$ cat src/hw/amcr_defines.svh
`ifndef AMCR_DEFINES_SVH
`define AMCR_DEFINES_SVH

// ----------------------------------------------------------------
// Register map (printed offsets are register indices)
// ----------------------------------------------------------------
`define AMCR_IDX_RATE_FILT    8'h02
`define AMCR_IDX_CONV         8'h03
`define AMCR_IDX_AUX          8'h04
`define AMCR_RST_RATE_FILT    8'h24
`define AMCR_RST_CONV         8'h01
`define AMCR_RST_AUX          8'h00

// ----------------------------------------------------------------
// Field codes
// ----------------------------------------------------------------
`define AMCR_RATE_FAST_MIN    5'h10
`define AMCR_RATE_25600       5'h0f
`define AMCR_FILT_MAX         3'h4
`define AMCR_DELAY_MAX        4'hd
`define AMCR_DELAY_NONE       4'h0

// ----------------------------------------------------------------
// Start delay timing
// ----------------------------------------------------------------
`define AMCR_PCLK_HZ          25000000
`define AMCR_DELAY_REF_HZ     7372800
// Delay time in ns for a code, rounded up to whole pclk cycles below
`define AMCR_DLY_NS(c) ((c)==1 ? 50000 : (c)==2 ? 59000 : (c)==3 ? 67000 : \
    (c)==4 ? 85000 : (c)==5 ? 119000 : (c)==6 ? 189000 : (c)==7 ? 328000 : \
    (c)==8 ? 605000 : (c)==9 ? 1160000 : (c)==10 ? 2270000 : \
    (c)==11 ? 4490000 : (c)==12 ? 8930000 : (c)==13 ? 17800000 : 0)
`define AMCR_DLY_CYC(c) ((`AMCR_DLY_NS(c) * 64'd25 + 64'd999) / 64'd1000)

`endif

$ cat src/hw/amcr_pkg.sv
`default_nettype none

package amcr_pkg;
    typedef enum logic [2:0] {
        AMCR_SINC1 = 3'h0,
        AMCR_SINC2 = 3'h1,
        AMCR_SINC3 = 3'h2,
        AMCR_SINC4 = 3'h3,
        AMCR_FIR   = 3'h4
    } amcr_filter_e;

    typedef enum logic [1:0] {
        AMCR_NORMAL  = 2'h0,
        AMCR_CHOP    = 2'h1,
        AMCR_AC_TWO  = 2'h2,
        AMCR_AC_FOUR = 2'h3
    } amcr_chop_e;

    typedef struct packed {
        logic [4:0] output_rate_select;
        logic [2:0] filter_select;
    } amcr_rate_filt_s;

    typedef struct packed {
        logic       reserved;
        logic [1:0] chop_select;
        logic       single_or_continuous_select;
        logic [3:0] start_delay;
    } amcr_conv_s;

    typedef struct packed {
        logic [3:0] aux_pin_connect;
        logic [3:0] aux_pin_input;
    } amcr_aux_s;

    // Decoded settings handed to the sequencer, filter and pin mux
    typedef struct packed {
        logic [4:0]   rate_code;
        logic         rate_max;
        amcr_filter_e filter;
        logic         filter_bad;
        amcr_chop_e   chop;
        logic         single_shot;
        logic [3:0]   delay_code;
        logic         delay_bad;
        logic [3:0]   pin_connect;
        logic [3:0]   pin_output_en;
    } amcr_cfg_s;
endpackage

`default_nettype wire

$ cat src/hw/amcr_mode_regs.sv
// Operation
// - Rate field in bits 7:3 picks sixteen rates from 2.5 to 25600 SPS, reset code 00100.
// - Any rate code from 10000 to 11111 selects the top 40000 SPS rate.
// - Filter field in bits 2:0 picks sinc1..sinc4 or FIR (reset), codes 101-111 reserved.
// - Chop field bits 6:5 of the conversion register: 00 normal (reset), 01 chop.
// - Chop codes 10 and 11 pick two- and four-wire AC excitation, ten-channel part only.
// - Bit 4 of the conversion register picks continuous (0, reset) or one-shot (1).
// - Delay field bits 3:0 inserts a start wait from 50 us (reset) to 17.8 ms; 1110-1111 reserved.
// - Aux register bits 7:4 connect aux pins to analog inputs five to two, off at reset.
// - Aux register bits 3:0 set pin directions, 0 output (reset), 1 input.
// - Pin connect and direction controls exist only on the ten-channel variant.
// - The conversion register sits at index 03h and resets to 01h.
// - The aux pin register sits at index 04h and resets to 00h.
// - The rate and filter register sits at index 02h and resets to 24h.
`timescale 1ns/1ps
`default_nettype none
`include "amcr_defines.svh"

module amcr_mode_regs
    import amcr_pkg::*;
#(
    parameter bit TEN_CHANNEL = 1'b1
) (
    // Clock and reset
    input  wire logic        pclk,
    input  wire logic        presetn,
    // APB slave
    input  wire logic        psel,
    input  wire logic        penable,
    input  wire logic        pwrite,
    input  wire logic [11:0] paddr,
    input  wire logic [31:0] pwdata,
    input  wire logic [3:0]  pstrb,
    output logic             pready,
    output logic [31:0]      prdata,
    output logic             pslverr,
    // Sequencer interface
    input  wire logic        conv_start,
    output logic             conv_go,
    output logic             delay_busy,
    // Decoded settings
    output amcr_cfg_s        cfg
);

    // ----------------------------------------------------------------
    // Register storage
    // ----------------------------------------------------------------
    amcr_rate_filt_s rate_filt_q;
    amcr_conv_s      conv_q;
    amcr_aux_s       aux_q;
    logic [31:0]     prdata_q;
    logic            pslverr_q;

    logic [9:0] word_idx;
    logic       sel_rf;
    logic       sel_cv;
    logic       sel_ax;
    logic       mapped;
    logic       wr_en;
    logic       access;

    // Byte address is four times the index; low two address bits ignored
    assign word_idx = paddr[11:2];
    assign sel_rf   = (word_idx == 10'(`AMCR_IDX_RATE_FILT));
    assign sel_cv   = (word_idx == 10'(`AMCR_IDX_CONV));
    assign sel_ax   = (word_idx == 10'(`AMCR_IDX_AUX)) && TEN_CHANNEL;
    assign mapped   = sel_rf || sel_cv || sel_ax;
    assign access   = psel && penable;
    // Only lane 0 carries the byte; writes with lane 0 off change nothing
    assign wr_en    = access && pwrite && pstrb[0];

    // Zero-wait slave: every access completes in its first access cycle
    assign pready  = 1'b1;
    assign prdata  = prdata_q;
    assign pslverr = pslverr_q;

    // ----------------------------------------------------------------
    // Register writes
    // ----------------------------------------------------------------
    // Rate and filter register; reserved codes stored as written
    always_ff @(posedge pclk or negedge presetn) begin
        if (!presetn) begin
            rate_filt_q <= amcr_rate_filt_s'(`AMCR_RST_RATE_FILT);
        end else if (wr_en && sel_rf) begin
            rate_filt_q <= amcr_rate_filt_s'(pwdata[7:0]);
        end
    end

    // Conversion register; bit 7 kept as a plain bit
    always_ff @(posedge pclk or negedge presetn) begin
        if (!presetn) begin
            conv_q <= amcr_conv_s'(`AMCR_RST_CONV);
        end else if (wr_en && sel_cv) begin
            conv_q <= amcr_conv_s'(pwdata[7:0]);
        end
    end

    // Aux pin register; held at reset on the five-channel part
    always_ff @(posedge pclk or negedge presetn) begin
        if (!presetn) begin
            aux_q <= amcr_aux_s'(`AMCR_RST_AUX);
        end else if (wr_en && sel_ax) begin
            aux_q <= amcr_aux_s'(pwdata[7:0]);
        end
    end

    // ----------------------------------------------------------------
    // Read path and error answer
    // ----------------------------------------------------------------
    // Read data registered at the end of the setup phase and held through the access phase; unmapped reads return zero
    always_ff @(posedge pclk or negedge presetn) begin
        if (!presetn) begin
            prdata_q  <= 32'h0;
            pslverr_q <= 1'b0;
        end else begin
            prdata_q  <= 32'h0;
            pslverr_q <= 1'b0;
            if (psel && !penable) begin
                pslverr_q <= !mapped;
                if (sel_rf) begin
                    prdata_q <= {24'h0, rate_filt_q};
                end else if (sel_cv) begin
                    prdata_q <= {24'h0, conv_q};
                end else if (sel_ax) begin
                    prdata_q <= {24'h0, aux_q};
                end
            end else if (access) begin
                prdata_q  <= prdata_q;
                pslverr_q <= pslverr_q;
            end
        end
    end

    // ----------------------------------------------------------------
    // Field decode
    // ----------------------------------------------------------------
    logic       ac_ok;
    logic [3:0] pin_conn;
    logic [3:0] pin_oe;
    assign ac_ok = TEN_CHANNEL;

    // The rate code passes through; the fast flag folds codes 10000-11111
    always_comb begin
        cfg.rate_code   = rate_filt_q.output_rate_select;
        cfg.rate_max    = rate_filt_q.output_rate_select >= `AMCR_RATE_FAST_MIN;
        cfg.filter_bad  = rate_filt_q.filter_select > `AMCR_FILT_MAX;
        // Reserved filter codes fall back to FIR so the filter never sees them
        cfg.filter      = cfg.filter_bad ? AMCR_FIR :
                          amcr_filter_e'(rate_filt_q.filter_select);
        // AC excitation degrades to chop where the drive pins do not exist
        if (conv_q.chop_select[1] && !ac_ok) begin
            cfg.chop = AMCR_CHOP;
        end else begin
            cfg.chop = amcr_chop_e'(conv_q.chop_select);
        end
        cfg.single_shot = conv_q.single_or_continuous_select;
        cfg.delay_code  = conv_q.start_delay;
        // Zero delay at the two fastest rates, or a reserved code, is flagged
        cfg.delay_bad   = (conv_q.start_delay > `AMCR_DELAY_MAX) ||
                          ((conv_q.start_delay == `AMCR_DELAY_NONE) &&
                           (cfg.rate_max ||
                            rate_filt_q.output_rate_select == `AMCR_RATE_25600));
        // Pin fields come from the per-pin loop so the struct has one writer
        cfg.pin_connect   = pin_conn;
        cfg.pin_output_en = pin_oe;
    end

    // Per pin: connect bit 7..4 maps to pin 3..0, direction 0 drives
    genvar g;
    generate
        for (g = 0; g < 4; g++) begin : g_pin
            assign pin_conn[g] = TEN_CHANNEL && aux_q.aux_pin_connect[g];
            assign pin_oe[g]   = TEN_CHANNEL && !aux_q.aux_pin_input[g];
        end
    endgenerate

    // ----------------------------------------------------------------
    // Conversion start delay
    // ----------------------------------------------------------------
    logic dly_done;

    amcr_delay_timer u_delay (
        .pclk       (pclk),
        .presetn    (presetn),
        .start      (conv_start),
        .delay_code (conv_q.start_delay),
        .busy       (delay_busy),
        .done       (dly_done)
    );

    assign conv_go = dly_done;

    // Wait counter for the shortest code; keeps the bound out of a long delay range
    logic        code1_run_q;
    logic [10:0] code1_wait_q;

    always_ff @(posedge pclk or negedge presetn) begin
        if (!presetn) begin
            code1_run_q  <= 1'b0;
            code1_wait_q <= 11'h0;
        end else if (conv_start) begin
            code1_run_q  <= (conv_q.start_delay == 4'h1);
            code1_wait_q <= 11'h0;
        end else if (code1_run_q) begin
            if (conv_go) begin
                code1_run_q <= 1'b0;
            end
            // Saturates so a hung timer keeps the check firing
            if (code1_wait_q != 11'h7ff) begin
                code1_wait_q <= code1_wait_q + 11'h1;
            end
        end
    end

    // ----------------------------------------------------------------
    // Assertions
    // ----------------------------------------------------------------
    a_rate_fold: assert property (@(posedge pclk) disable iff (!presetn)
        (rate_filt_q.output_rate_select[4] |-> cfg.rate_max))
        else $error("fast rate code not folded to top rate");

    a_rate_write: assert property (@(posedge pclk) disable iff (!presetn)
        (wr_en && sel_rf) |=> (rate_filt_q.output_rate_select == $past(pwdata[7:3])))
        else $error("rate field did not take written value");

    a_filter_fallback: assert property (@(posedge pclk) disable iff (!presetn)
        (rate_filt_q.filter_select > 3'h4) |-> (cfg.filter == AMCR_FIR && cfg.filter_bad))
        else $error("reserved filter code not handled");

    a_chop_pass: assert property (@(posedge pclk) disable iff (!presetn)
        (!conv_q.chop_select[1]) |-> (cfg.chop == amcr_chop_e'(conv_q.chop_select)))
        else $error("chop code not passed through");

    a_ac_mode: assert property (@(posedge pclk) disable iff (!presetn)
        (conv_q.chop_select[1] && TEN_CHANNEL) |-> (cfg.chop[1] == 1'b1))
        else $error("ac excitation not selected");

    a_single_shot: assert property (@(posedge pclk) disable iff (!presetn)
        (wr_en && sel_cv) |=> (cfg.single_shot == $past(pwdata[4])))
        else $error("conversion mode did not follow write");

    a_delay_done: assert property (@(posedge pclk) disable iff (!presetn)
        (code1_run_q |-> (code1_wait_q <= 11'h4ec)))
        else $error("start delay did not finish in time");

    a_delay_early: assert property (@(posedge pclk) disable iff (!presetn)
        (conv_start && conv_q.start_delay == 4'h1 && !$past(conv_start))
        |=> (!conv_go) [*8])
        else $error("start delay ended too early");

    a_pin_connect: assert property (@(posedge pclk) disable iff (!presetn)
        (wr_en && sel_ax) |=> (cfg.pin_connect == $past(pwdata[7:4])))
        else $error("pin connect did not follow write");

    a_pin_dir: assert property (@(posedge pclk) disable iff (!presetn)
        (wr_en && sel_ax) |=> (cfg.pin_output_en == ~$past(pwdata[3:0])))
        else $error("pin direction did not follow write");

    a_conv_readback: assert property (@(posedge pclk) disable iff (!presetn)
        (psel && !penable && !pwrite && sel_cv) |=> (prdata[7:0] == conv_q))
        else $error("conversion register readback wrong");

    a_reserved_kept: assert property (@(posedge pclk) disable iff (!presetn)
        (wr_en && sel_cv) |=> (conv_q.reserved == $past(pwdata[7])))
        else $error("reserved bit not stored");

endmodule
`default_nettype wire

$ cat src/hw/amcr_delay_timer.sv
`timescale 1ns/1ps
`default_nettype none
`include "amcr_defines.svh"

module amcr_delay_timer
    import amcr_pkg::*;
(
    // Clock and reset
    input  wire logic       pclk,
    input  wire logic       presetn,
    // Control
    input  wire logic       start,
    input  wire logic [3:0] delay_code,
    // Status
    output logic            busy,
    output logic            done
);

    // ----------------------------------------------------------------
    // Cycle table
    // ----------------------------------------------------------------
    logic [19:0] load_val;
    logic [19:0] cnt_q;
    logic        busy_q;
    logic        done_q;

    // Table is a constant function of the code; reserved codes act as the longest
    always_comb begin
        unique case (delay_code)
            4'h0:    load_val = 20'h0;
            4'h1:    load_val = 20'(`AMCR_DLY_CYC(1));
            4'h2:    load_val = 20'(`AMCR_DLY_CYC(2));
            4'h3:    load_val = 20'(`AMCR_DLY_CYC(3));
            4'h4:    load_val = 20'(`AMCR_DLY_CYC(4));
            4'h5:    load_val = 20'(`AMCR_DLY_CYC(5));
            4'h6:    load_val = 20'(`AMCR_DLY_CYC(6));
            4'h7:    load_val = 20'(`AMCR_DLY_CYC(7));
            4'h8:    load_val = 20'(`AMCR_DLY_CYC(8));
            4'h9:    load_val = 20'(`AMCR_DLY_CYC(9));
            4'ha:    load_val = 20'(`AMCR_DLY_CYC(10));
            4'hb:    load_val = 20'(`AMCR_DLY_CYC(11));
            4'hc:    load_val = 20'(`AMCR_DLY_CYC(12));
            default: load_val = 20'(`AMCR_DLY_CYC(13));
        endcase
    end

    // Down counter; a zero code finishes on the next edge
    always_ff @(posedge pclk or negedge presetn) begin
        if (!presetn) begin
            cnt_q  <= 20'h0;
            busy_q <= 1'b0;
            done_q <= 1'b0;
        end else begin
            done_q <= 1'b0;
            if (start) begin
                cnt_q  <= load_val;
                busy_q <= 1'b1;
            end else if (busy_q) begin
                if (cnt_q <= 20'h1) begin
                    busy_q <= 1'b0;
                    done_q <= 1'b1;
                    cnt_q  <= 20'h0;
                end else begin
                    cnt_q <= cnt_q - 20'h1;
                end
            end
        end
    end

    assign busy = busy_q;
    assign done = done_q;

endmodule
`default_nettype wire

$ cat config.mk
export PLATFORM = sky130hd
export DESIGN_NAME = amcr_mode_regs
export DESIGN_NICKNAME = d
export VERILOG_FILES = /design/src/hw/amcr_pkg.sv /design/src/hw/amcr_mode_regs.sv /design/src/hw/amcr_delay_timer.sv
export VERILOG_INCLUDE_DIRS = /design/src /design/src/hw
export SDC_FILE = /design/constraint.sdc
export NUM_CORES = 1
export LEC_CHECK = 0
export CORE_ASPECT_RATIO = 0.75
export CORE_MARGIN = 2
export CORE_UTILIZATION = 60
export DETAILED_ROUTE_END_ITERATION = 10
export DONT_BUFFER_PORTS = 1
export PLACE_DENSITY_LB_ADDON = 0.05
export SETUP_SLACK_MARGIN = 0.4
export SYNTH_ARGS = -nofsm -noshare
export SYNTH_HDL_FRONTEND = slang
export SYNTH_SLANG_ARGS = --single-unit
$ cat constraint.sdc
create_clock -name pclk -period 3.9 [get_ports pclk]
set_clock_uncertainty 0.15 [all_clocks]
set_input_delay 0.39 -clock pclk [delete_from_list [all_inputs] [get_ports pclk]]
set_output_delay 0.39 -clock pclk [all_outputs]
set_load 0.01 [all_outputs]
=== Word-level counts from Yosys, hierarchy flattened ===
Memory sizes are Yosys's and may differ from the RTL's.
Cells that the tools add are included.

* Register bits after elaboration: 79
* ROM bits: 304
* Input bits: 54
* Output and inout bits: 62
* Logic and storage cells: 61
* Memories kept: 1

* $add $sub $neg: 1
* $lt $le $gt $ge: 4
* Eq/ne operators: 5
* Multiplexer cells: 17
* Reductions and logical operators: 20

{| class="wikitable"
|+ Memories
! name !! depth !! bits a word !! rd ports !! clocked after memory_dff !! write ports !! RTL line !! text
|-
| (name not given) || 16 || 19 || 1 || 0 || 0 || amcr_delay_timer.sv:29 || <nowiki>unique case (delay_code)</nowiki>
|}

{| class="wikitable"
|+ Operator list
! cell !! number
|-
| 2-to-1 mux 32 bit || 4
|-
| 2-to-1 mux 20 bit || 3
|-
| == test 10 x 2 -> 1 bit (second input constant) || 2
|-
| <= comparator 20 x 1 -> 1 bit (second input constant) || 1
|-
| subtractor 20 x 1 -> 20 bit (second input constant) || 1
|-
| == test 10 x 3 -> 1 bit (second input constant) || 1
|-
| logical AND 1 bit || 8
|-
| 2-to-1 mux 1 bit || 8
|-
| 2-to-1 mux 8 bit || 1
|-
| logical NOT 1 bit || 6
|-
| == test 5 x 4 -> 1 bit (second input constant) || 1
|-
| >= comparator 5 bit (second input constant) || 1
|-
| greater-than comparator 4 bit (second input constant) || 1
|-
| logical NOT 4 bit || 1
|-
| logical OR 1 bit || 4
|-
| greater-than comparator 3 bit (second input constant) || 1
|-
| 2-to-1 mux 3 bit || 1
|-
| != test 2 x 1 -> 1 bit (second input constant) || 1
|-
| nonzero test 2 bit || 1
|}

=== Depth between registers and ports, before layout ===
Gate-level depths: netlist of run 1.

* Word-level depth: 5
* Mapped depth: 7
* Depth with buffers taken out: 7

=== Cells and area by module ===
Synthesis of run 1 repeated with hierarchy kept, for this count alone.

* Cell total of the unflattened synthesis: 376
* Area total of the unflattened synthesis: 3593.4 µm²

{| class="wikitable"
|+ By module, submodules not included
! module !! instances !! cells each !! area each (µm²) !! seq. area each (µm²)
|-
| amcr_mode_regs || 1 || 164 || 1876.8 || 829.5
|-
| amcr_delay_timer || 1 || 212 || 1716.6 || 550.5
|}

=== Least setup slack after synthesis of run 1 ===
No wires, ideal clock.

* Path type: flip-flop to flip-flop
* From: reg u_delay.cnt_q[16]
* To: reg u_delay.cnt_q[15]
* Library setup time: 0.124 ns
* Arrival: 2.046 ns
* Required time: 3.626 ns
* Path slack: 1.580 ns
* Cell stages (with the launch flop): 6
* Path buffers: 0
* Clock period less this slack: 2.320 ns
* Cell sequence: dfrtp_1 > or4_1 > or4b_4 > o21ai_4 > o21ai_2 > a211o_1

* Cells in the longest elaborated chain, start to end: 4

{| class="wikitable"
|+ RTL lines
! element !! RTL line !! text
|-
| from (decl) || amcr_delay_timer.sv:23 || <nowiki>logic [19:0] cnt_q;</nowiki>
|-
| from (signal assigned) || amcr_delay_timer.sv:56 || <nowiki>cnt_q <= load_val;</nowiki>
|-
| from (signal assigned) || amcr_delay_timer.sv:64 || <nowiki>cnt_q <= cnt_q - 20'h1;</nowiki>
|-
| <= comparator 20 x 1 -> 1 bit || amcr_delay_timer.sv:59 || <nowiki>if (cnt_q <= 20'h1) begin</nowiki>
|-
| 2-to-1 mux 20 bit || amcr_delay_timer.sv:59 ||
|-
| 2-to-1 mux 20 bit || amcr_delay_timer.sv:58 || <nowiki>end else if (busy_q) begin</nowiki>
|-
| 2-to-1 mux 20 bit || amcr_delay_timer.sv:55 || <nowiki>if (start) begin</nowiki>
|}

Every way passes these cells. The select of a mux whose other input is x is not followed.
A chain may end at the register's enable or synchronous reset.

==> flow_summary.rst, run 1 <==
.. list-table::
   :header-rows: 1

   * - Metric
     - Value
   * - Post-synthesis sequential area ratio
     - 38.4%
   * - Fill cell instance count of the final layout
     - 497
   * - Number of distinct standard cells referenced by the synthesized netlist
     - 56
   * - Max-cap violations
     - 0
   * - Mean routed wirelength per cell
     - 18.8 µm
   * - Final non-filler cell total
     - 442
   * - Number of buffers added to fix hold violations after cts
     - 3
   * - Minimum setup slack in the final design
     - 1210 ps
   * - Clock tree from TritonCTS
     - built
   * - Data arrival, critical path
     - ~2200 ps
   * - Setup TNS after final layout
     - 0 ps
   * - Category of the worst setup path launch point
     - flip-flop
   * - Dominant cell type by area after synthesis
     - sky130_fd_sc_hd__dfrtp_1
   * - Cell at the slowest stage of the critical path
     - sky130_fd_sc_hd__dfrtp_1
   * - Proportion of power drawn by flip-flops and latches
     - a little under half
   * - Y dimension of the die
     - 71.0 µm
   * - Top library cells by usage in the layout, fill and taps aside
     - 52 x sky130_fd_sc_hd__dfrtp_1, 29 x sky130_fd_sc_hd__nand2_1, 25 x sky130_fd_sc_hd__o21ai_0, 25 x sky130_fd_sc_hd__mux2_2, 25 x sky130_fd_sc_hd__conb_1
   * - Comb pwr share
     - ~30%
   * - Worst-path maximum fanout
     - 20
   * - Leak
     - around 1.6 nW
   * - Final Util
     - 61.1%
   * - Power Dens Cells
     - 428 nW/µm²
   * - Proportion of layout cells with a drive suffix above 1
     - ~13%
   * - Final setup violating endpoints
     - 0
   * - Outcome
     - finished clean
   * - Class of the tightest hold or removal check
     - in2reg
   * - Net Switching
     - between 0.0005 and 0.0006 W
   * - Actual slew at the worst max-slew pin
     - ~750 ps
   * - Asr flop ratio synth
     - between 90% and 100%
   * - Number of top-level pins
     - roughly 120
   * - Post-cts gate resize count
     - 0
   * - H-tree levels
     - 2
   * - Final antenna-violating net count
     - 0
   * - Synthesized instance count
     - 391
   * - Clock transition at path regs
     - ~110 ps
   * - Antenna Diode Count
     - 0
   * - Count of vias placed by the detailed router
     - between 2,000 and 3,000
   * - Switching share of power
     - about 37%
   * - Via count normalized by instance count
     - approximately 6.4
   * - Overall routed net length
     - around 8.3 mm
   * - Worst slew margin relative to its limit
     - between 40% and 50%
   * - Total chip power
     - around 0.0015 W
   * - Area of the die
     - about 6600 µm²
   * - Row count
     - 24
   * - # nets final
     - 424
   * - Largest net degree at the start of global routing
     - 56
   * - Placed instance count
     - about 430
   * - Pre-CTS worst setup slack
     - 1300 ps
   * - Clock tree sinks
     - 55
   * - Part of the power in the clock network
     - about 23%
   * - Critical path type
     - reg2out
   * - Initial antenna violation count
     - 0
   * - Overall overflow remaining after global route
     - 0
   * - Cell-by-cell trace of the critical path
     - inv_1, nor2_1, nand2_1, o22ai_1
   * - Cell class contributing the biggest share of worst-path delay
     - flip-flops
   * - Clock tree root buffer cell
     - sky130_fd_sc_hd__clkbuf_8
   * - Share of Yosys cell area claimed by the top area cell type
     - a little over a third
   * - Slowest cell delay on critical path
     - approximately 760 ps
   * - Post-synth EDFFs
     - 0
   * - Horizontal extent of the die
     - just over 90 µm
   * - Period minus WS final
     - around 2700 ps
   * - Pint
     - approximately 0.00095 W
   * - GR Util All Layers
     - a little over a quarter
   * - Flip-flop cell with the highest count after synthesis
     - sky130_fd_sc_hd__dfrtp_1
   * - YS warnings
     - 0
   * - Worst-skew pair later-pin latency
     - roughly 320 ps
   * - Post CTS Setup Buffer Count
     - 0
   * - Unrepaired setup endpoints after global routing
     - no
   * - Router iterations before antenna repair
     - 5
   * - Total core area
     - 5800 µm²
   * - Post-detailed-placement half-perimeter wirelength
     - 6.02 mm
   * - Gpl congestion
     - 0.939
   * - Final count of pins violating max slew
     - 0
   * - Area added between synthesis and finish
     - -1.39%
   * - Cells taking the most area after synthesis
     - sky130_fd_sc_hd__dfrtp_1 36%, sky130_fd_sc_hd__buf_4 8.6%, sky130_fd_sc_hd__mux2_2 7.8%
   * - Starting DRC count in detailed routing
     - 255
   * - DRC Markers
     - 0
   * - Highest attainable clock frequency
     - ~0.37 GHz
   * - Cell area after technology mapping
     - 3590 µm²
   * - Required @ worst endpoint
     - roughly 3400 ps
   * - Via count of the first global-routing pass
     - 2,543
   * - Crit path buf inv count
     - 1
   * - Fin crit share
     - between 60 and 70%
   * - Endpoint kind of the worst setup timing path
     - output pin
   * - Final Hold Vio Count
     - 0
   * - I/O Buffers
     - 0
   * - First-pass GRT wire length
     - 13.8 mm
   * - Most frequent standard cell in the layout excluding fill and tap cells
     - sky130_fd_sc_hd__dfrtp_1
   * - Inserted Clock Buffers
     - 5
   * - Worst-case vdd ir drop
     - approximately 0.00023 V
   * - Longest Clk Path Bufs
     - 2
   * - Starting utilization of the core area
     - roughly three fifths
   * - Mean instance size in the synthesized netlist
     - roughly 9.2 µm²
   * - Yosys reg bits
     - 55
-- synthesized netlist by cell type, types with 3 or more instances --
cell / number
sky130_fd_sc_hd__inv_1: 12
sky130_fd_sc_hd__nor4_1: 8
sky130_fd_sc_hd__mux2_2: 25
sky130_fd_sc_hd__mux2i_1: 11
sky130_fd_sc_hd__nor2b_1: 6
sky130_fd_sc_hd__nand3_1: 16
sky130_fd_sc_hd__o311ai_0: 3
sky130_fd_sc_hd__nor3_1: 9
sky130_fd_sc_hd__nand2b_1: 12
sky130_fd_sc_hd__nor3b_1: 3
sky130_fd_sc_hd__dfrtp_1: 52
sky130_fd_sc_hd__nor2_1: 23
sky130_fd_sc_hd__a21oi_1: 14
sky130_fd_sc_hd__o21ai_0: 25
sky130_fd_sc_hd__o211a_1: 8
sky130_fd_sc_hd__a211o_1: 3
sky130_fd_sc_hd__clkbuf_1: 20
sky130_fd_sc_hd__a31oi_1: 5
sky130_fd_sc_hd__ha_1: 7
sky130_fd_sc_hd__o31ai_1: 3
sky130_fd_sc_hd__dfstp_2: 3
sky130_fd_sc_hd__buf_4: 41
sky130_fd_sc_hd__a211oi_1: 3
sky130_fd_sc_hd__or3_1: 3
sky130_fd_sc_hd__and2_1: 3
sky130_fd_sc_hd__nand2_1: 29
sky130_fd_sc_hd__o22ai_1: 3
sky130_fd_sc_hd__o21a_1: 3
sky130_fd_sc_hd__nand4_1: 3
-- per-layer routing --
layer  vias to the layer above  track usage [%]  part of all wire (%)
li1                       1286                -                     -
met2                       147             35.4                    40
met1                      1368             44.0                    50
met4                         0             8.33                   1.3
met3                         8             5.86                   9.1
met5                         -                0                     0
-- sequential cells by signal, indices dropped and copies added (netlist names) --
signal	cells
conv_q	1
pin_conn	4
u_delay.cnt_q	20
u_delay.busy	1
aux_q	4
prdata	8
pslverr	1
rate_filt_q	3
u_delay.done	1
cfg	12
-- power groups by stage --
stage / clock network, W / logic, W / registers [W]
3_5_place_dp: 0 / 0.000429 / 0.000718
2_1_floorplan: 0 / 0.000378 / 0.000691
6_report: 0.000349 / 0.000456 / 0.000709
4_1_cts: 0.000354 / 0.000448 / 0.000706
3_3_place_gp: 0 / 0.000425 / 0.000716
5_1_grt: 0.000374 / 0.000515 / 0.000720
-- worst register-to-register path: stages (launching register included) --
cell and delay (ps):
sky130_fd_sc_hd__dfrtp_1 430, sky130_fd_sc_hd__nor4_1 660, sky130_fd_sc_hd__nand3_1 490, sky130_fd_sc_hd__o21bai_2 380
sky130_fd_sc_hd__o21ai_0 140, sky130_fd_sc_hd__a211o_1 320
-- final timing paths --
kind | start | cells past startpoint | endpoint | slack, ps
hold / removal | conv_start | 1 | u_delay.cnt_q[14]$_DFFE_PN0P_ | 7
setup reg to reg | u_delay.cnt_q[11]$_DFFE_PN0P_ | 5 | u_delay.cnt_q[8]$_DFFE_PN0P_ | 1230
max in group asynchronous | presetn | 2 | cfg[9]$_DFFE_PN1P_ | 2870
hold reg to reg | u_delay.cnt_q[19]$_DFFE_PN0P_ | 1 | u_delay.cnt_q[19]$_DFFE_PN0P_ | 380
setup / recovery | cfg[12]$_DFFE_PN0P_ | 4 | cfg[8] | 1210
min in group asynchronous | presetn | 2 | cfg[12]$_DFFE_PN0P_ | 440
-- cells by family (layout without fill, tap and decap cells) --
logic type	count (synthesis)	in the layout	share of synthesized area, %
other	2	25	0.209
AND/OR/NAND/NOR	125	125	18.1
multiplexers	36	36	10.9
flip-flops	55	55	38.4
AO/OA/AOI/OAI	92	92	17.9
buffers and inverters	74	24	12.1
adder cells (fa/ha/maj)	7	7	2.44
-- per-stage QoR --
stage	cell area [µm²]	hold WS, ps
after global routing	3540	11.4
final	3540	6.88
after CTS	3540	4.77
after global placement	3400	-54.7
after detailed placement	3400	-54.9
after floorplan	3680	-55.6
-- cell type report --
class,count,area (µm²),share of cell area (%)
multi-input cells,285,1870,52.7
flip-flops and latches,55,1380,39.0
well taps,78,97.6,2.76
clock inverters,2,16.3,0.459
inverters,12,45.0,1.27
repair buffers,4,55.1,1.55
clock buffers,6,82.6,2.33
Note: power is estimated with default switching activity, not from simulation.
==> run 2: changes to the inputs <==
Clock period 3.9 ns to 2.58 ns, I/O delays scaled along.
==> run 2 against run 1 <==
The flow now finishes with violations (negative hold slack). Flip-flop and latch count is the same. Utilization up 6.8 points. Critical path depth up 1. Setup slack got worse by 1100 ps. Cell area rose by 11%. Clock power is 75% higher. Die area stayed put. Largest cell class unchanged. Largest power group unchanged.
==> flow_summary.rst, run 2 (synthesis results as in run 1) <==
.. list-table::
   :header-rows: 1

   * - Metric
     - Value
   * - Outcome
     - complete, but fails checks
   * - Violations in the final reports
     - negative hold slack
   * - Power Dens Cells
     - 662 nW/µm² (+55%)
   * - Data arrival, critical path
     - 2490 ps (+340 ps)
   * - DRC Markers
     - 0 (unchanged)
   * - Gpl congestion
     - 0.993 (+5.7%)
   * - Leak
     - 1.83 nW (+11%)
   * - Most frequent standard cell in the layout excluding fill and tap cells
     - sky130_fd_sc_hd__dfrtp_1
   * - Proportion of layout cells with a drive suffix above 1
     - 20.7% (+8.1 points)
   * - Worst slew margin relative to its limit
     - 52.6% (+3.2 points)
   * - Overall routed net length
     - 8.92 mm (+7.0%)
   * - Via count normalized by instance count
     - 6.20 (-2.5%)
   * - Class of the tightest hold or removal check
     - in2reg
   * - Final Hold Vio Count
     - 1 (+1)
   * - Longest Clk Path Bufs
     - 2 (unchanged)
   * - Period minus WS final
     - 2420 ps
   * - Count of vias placed by the detailed router
     - 2,937 (+4.6%)
   * - # nets final
     - 456 (+7.5%)
   * - Max-cap violations
     - 0 (unchanged)
   * - Overall overflow remaining after global route
     - 0 (unchanged)
   * - Max FFs per register
     - 20 (unchanged)
   * - Final antenna-violating net count
     - 0 (unchanged)
   * - Critical R2R Capture
     - u_delay.cnt_q[15]$_DFFE_PN0P_
   * - Starting DRC count in detailed routing
     - 268 (+5.1%)
   * - Final setup violating endpoints
     - 0 (unchanged)
   * - Total core area
     - 5800 µm² (unchanged)
   * - Antenna Diode Count
     - 0 (unchanged)
   * - Worst-path maximum fanout
     - 6 (-70%)
   * - Clock transition at path regs
     - 110 ps (about the same)
   * - Initial antenna violation count
     - 0 (unchanged)
   * - I/O Buffers
     - 0 (unchanged)
   * - Highest attainable clock frequency
     - slightly above 0.4 GHz
   * - H-tree levels
     - 2 (unchanged)
   * - Fill cell instance count of the final layout
     - 448 (-9.9%)
   * - Category of the worst setup path launch point
     - flip-flop
   * - Top library cells by usage in the layout, fill and taps aside
     - 52 x sky130_fd_sc_hd__dfrtp_1, 28 x sky130_fd_sc_hd__nand2_1, 25 x sky130_fd_sc_hd__conb_1
   * - Router iterations before antenna repair
     - 5 (unchanged)
   * - Critical path type
     - reg2reg
   * - Actual slew at the worst max-slew pin
     - 705 ps (-46.2 ps)
   * - Final count of pins violating max slew
     - 0 (unchanged)
   * - Clock tree sinks
     - 55 (unchanged)
   * - Largest net degree at the start of global routing
     - 56 (unchanged)
   * - CP endpoint
     - u_delay.cnt_q[15]$_DFFE_PN0P_
   * - Clock tree root buffer cell
     - sky130_fd_sc_hd__clkbuf_8
   * - Setup TNS after final layout
     - 0 ps (unchanged)
   * - Row count
     - 24 (unchanged)
   * - First-pass GRT wire length
     - 13.9 mm (+0.95%)
   * - Via count of the first global-routing pass
     - 2,686 (+5.6%)
   * - Clock tree from TritonCTS
     - built
   * - Fin crit share
     - about 94%
   * - Horizontal extent of the die
     - 93.3 µm (unchanged)
   * - Worst reg-to-reg path cell count
     - 5 (unchanged)
   * - Unrepaired setup endpoints after global routing
     - yes
   * - Starting utilization of the core area
     - 62.0% (unchanged)
   * - Endpoint kind of the worst setup timing path
     - flip-flop
   * - Inserted Clock Buffers
     - 5 (unchanged)
   * - R2R setup slack
     - 160 ps (-1070 ps)
   * - Area of the die
     - 6630 µm² (unchanged)
   * - Required @ worst endpoint
     - 2650 ps (-710 ps)
   * - Launch point of the worst reg-to-reg path
     - u_delay.cnt_q[15]$_DFFE_PN0P_
   * - Worst setup startpoint
     - u_delay.cnt_q[15]$_DFFE_PN0P_
   * - Post-detailed-placement half-perimeter wirelength
     - 6.16 mm (+2.4%)
   * - Mean routed wirelength per cell
     - 18.8 µm (-0.19%)
   * - Worst-case vdd ir drop
     - 0.000459 V (+97%)
   * - Worst-skew pair later-pin latency
     - 320 ps (about the same)
   * - Worst slack on hold paths
     - -2.00 ps (-8.89 ps)
   * - Y dimension of the die
     - 71.0 µm (unchanged)
   * - Total chip power
     - 0.00261 W (+72%)
   * - Area added between synthesis and finish
     - 9.65%
   * - Register ranked first by flip-flop count
     - u_delay.cnt_q
   * - GR Util All Layers
     - 27.2% (+0.10 points)
   * - Number of top-level pins
     - 116 (unchanged)
==> run 2: cell type report <==
| type | instances | area (µm²) | area share, % |
|---|---|---|---|
| clock buffers | 5 | 68.8 | 1.75 |
| multi-input cells | 285 | 1950 | 49.5 |
| flip-flops and latches | 55 | 1380 | 35.0 |
| well taps | 78 | 97.6 | 2.48 |
| clock inverters | 3 | 47.5 | 1.21 |
| inverters | 12 | 45.0 | 1.14 |
| repair buffers | 36 | 349 | 8.86 |
==> run 2: stage by stage <==
stage | hold slack [ps] | utilization [%] | area (µm²) | instances | setup slack, ps
after floorplan | -188 | - | 3690 | 414 | 273
after global placement | -187 | 60.5 | 3510 | 445 | 107
after detailed placement | -187 | 60.5 | 3510 | 445 | 106
after CTS | -146 | 66.3 | 3840 | 470 | 187
after global routing | 3.25 | 68.0 | 3940 | 474 | 104
final | -2.00 | 68.0 | 3940 | 474 | 156
==> run 2: report_power, final <==
group          switching [W]  internal (W)  leakage, nW
Clock               0.000316      0.000295       0.0587
Sequential          0.000118      0.000949        0.733
Combinational       0.000520      0.000412         1.03
==> run 2: how the worst min path moves through the flow <==
stage | startpoint | endpoint | slack (ps) | depth (start not counted)
2_1_floorplan | presetn | aux_q[0]$_DFFE_PN0P_ | -190 | 0
3_3_place_gp | presetn | cfg[13]$_DFFE_PN0P_ | -190 | 0
3_5_place_dp | presetn | cfg[13]$_DFFE_PN0P_ | -190 | 0
4_1_cts | conv_start | u_delay.cnt_q[11]$_DFFE_PN0P_ | -150 | 1
5_1_grt | conv_start | u_delay.cnt_q[14]$_DFFE_PN0P_ | 3 | 2
6_report | conv_start | u_delay.cnt_q[14]$_DFFE_PN0P_ | -2 | 2
==> run 2: worst max-delay path, stage by stage, from the launching register on <==
cell,delay [ps]
sky130_fd_sc_hd__dfrtp_1,390
sky130_fd_sc_hd__or4_4,540
sky130_fd_sc_hd__or4b_4,580
sky130_fd_sc_hd__o21ai_4,320
sky130_fd_sc_hd__o21ai_2,80
sky130_fd_sc_hd__a211o_1,260
==> run 2: repair_timing <==
action	4_1_cts	5_1_grt
pin swaps	12	7
hold buffers	13	1
resized for setup	13	17
setup buffers	4	3
hold endpoints to repair	97	8
endpoints found under the setup margin	21	22
==> run 2: per-layer routing <==
metal | vias up | track usage, % | routed length, µm
met1 | 1427 | 41.4 | 4280
met2 | 147 | 38.4 | 3710
met4 | 0 | 5.23 | 111
met5 | - | 0 | 0
li1 | 1346 | - | -
met3 | 17 | 8.31 | 810
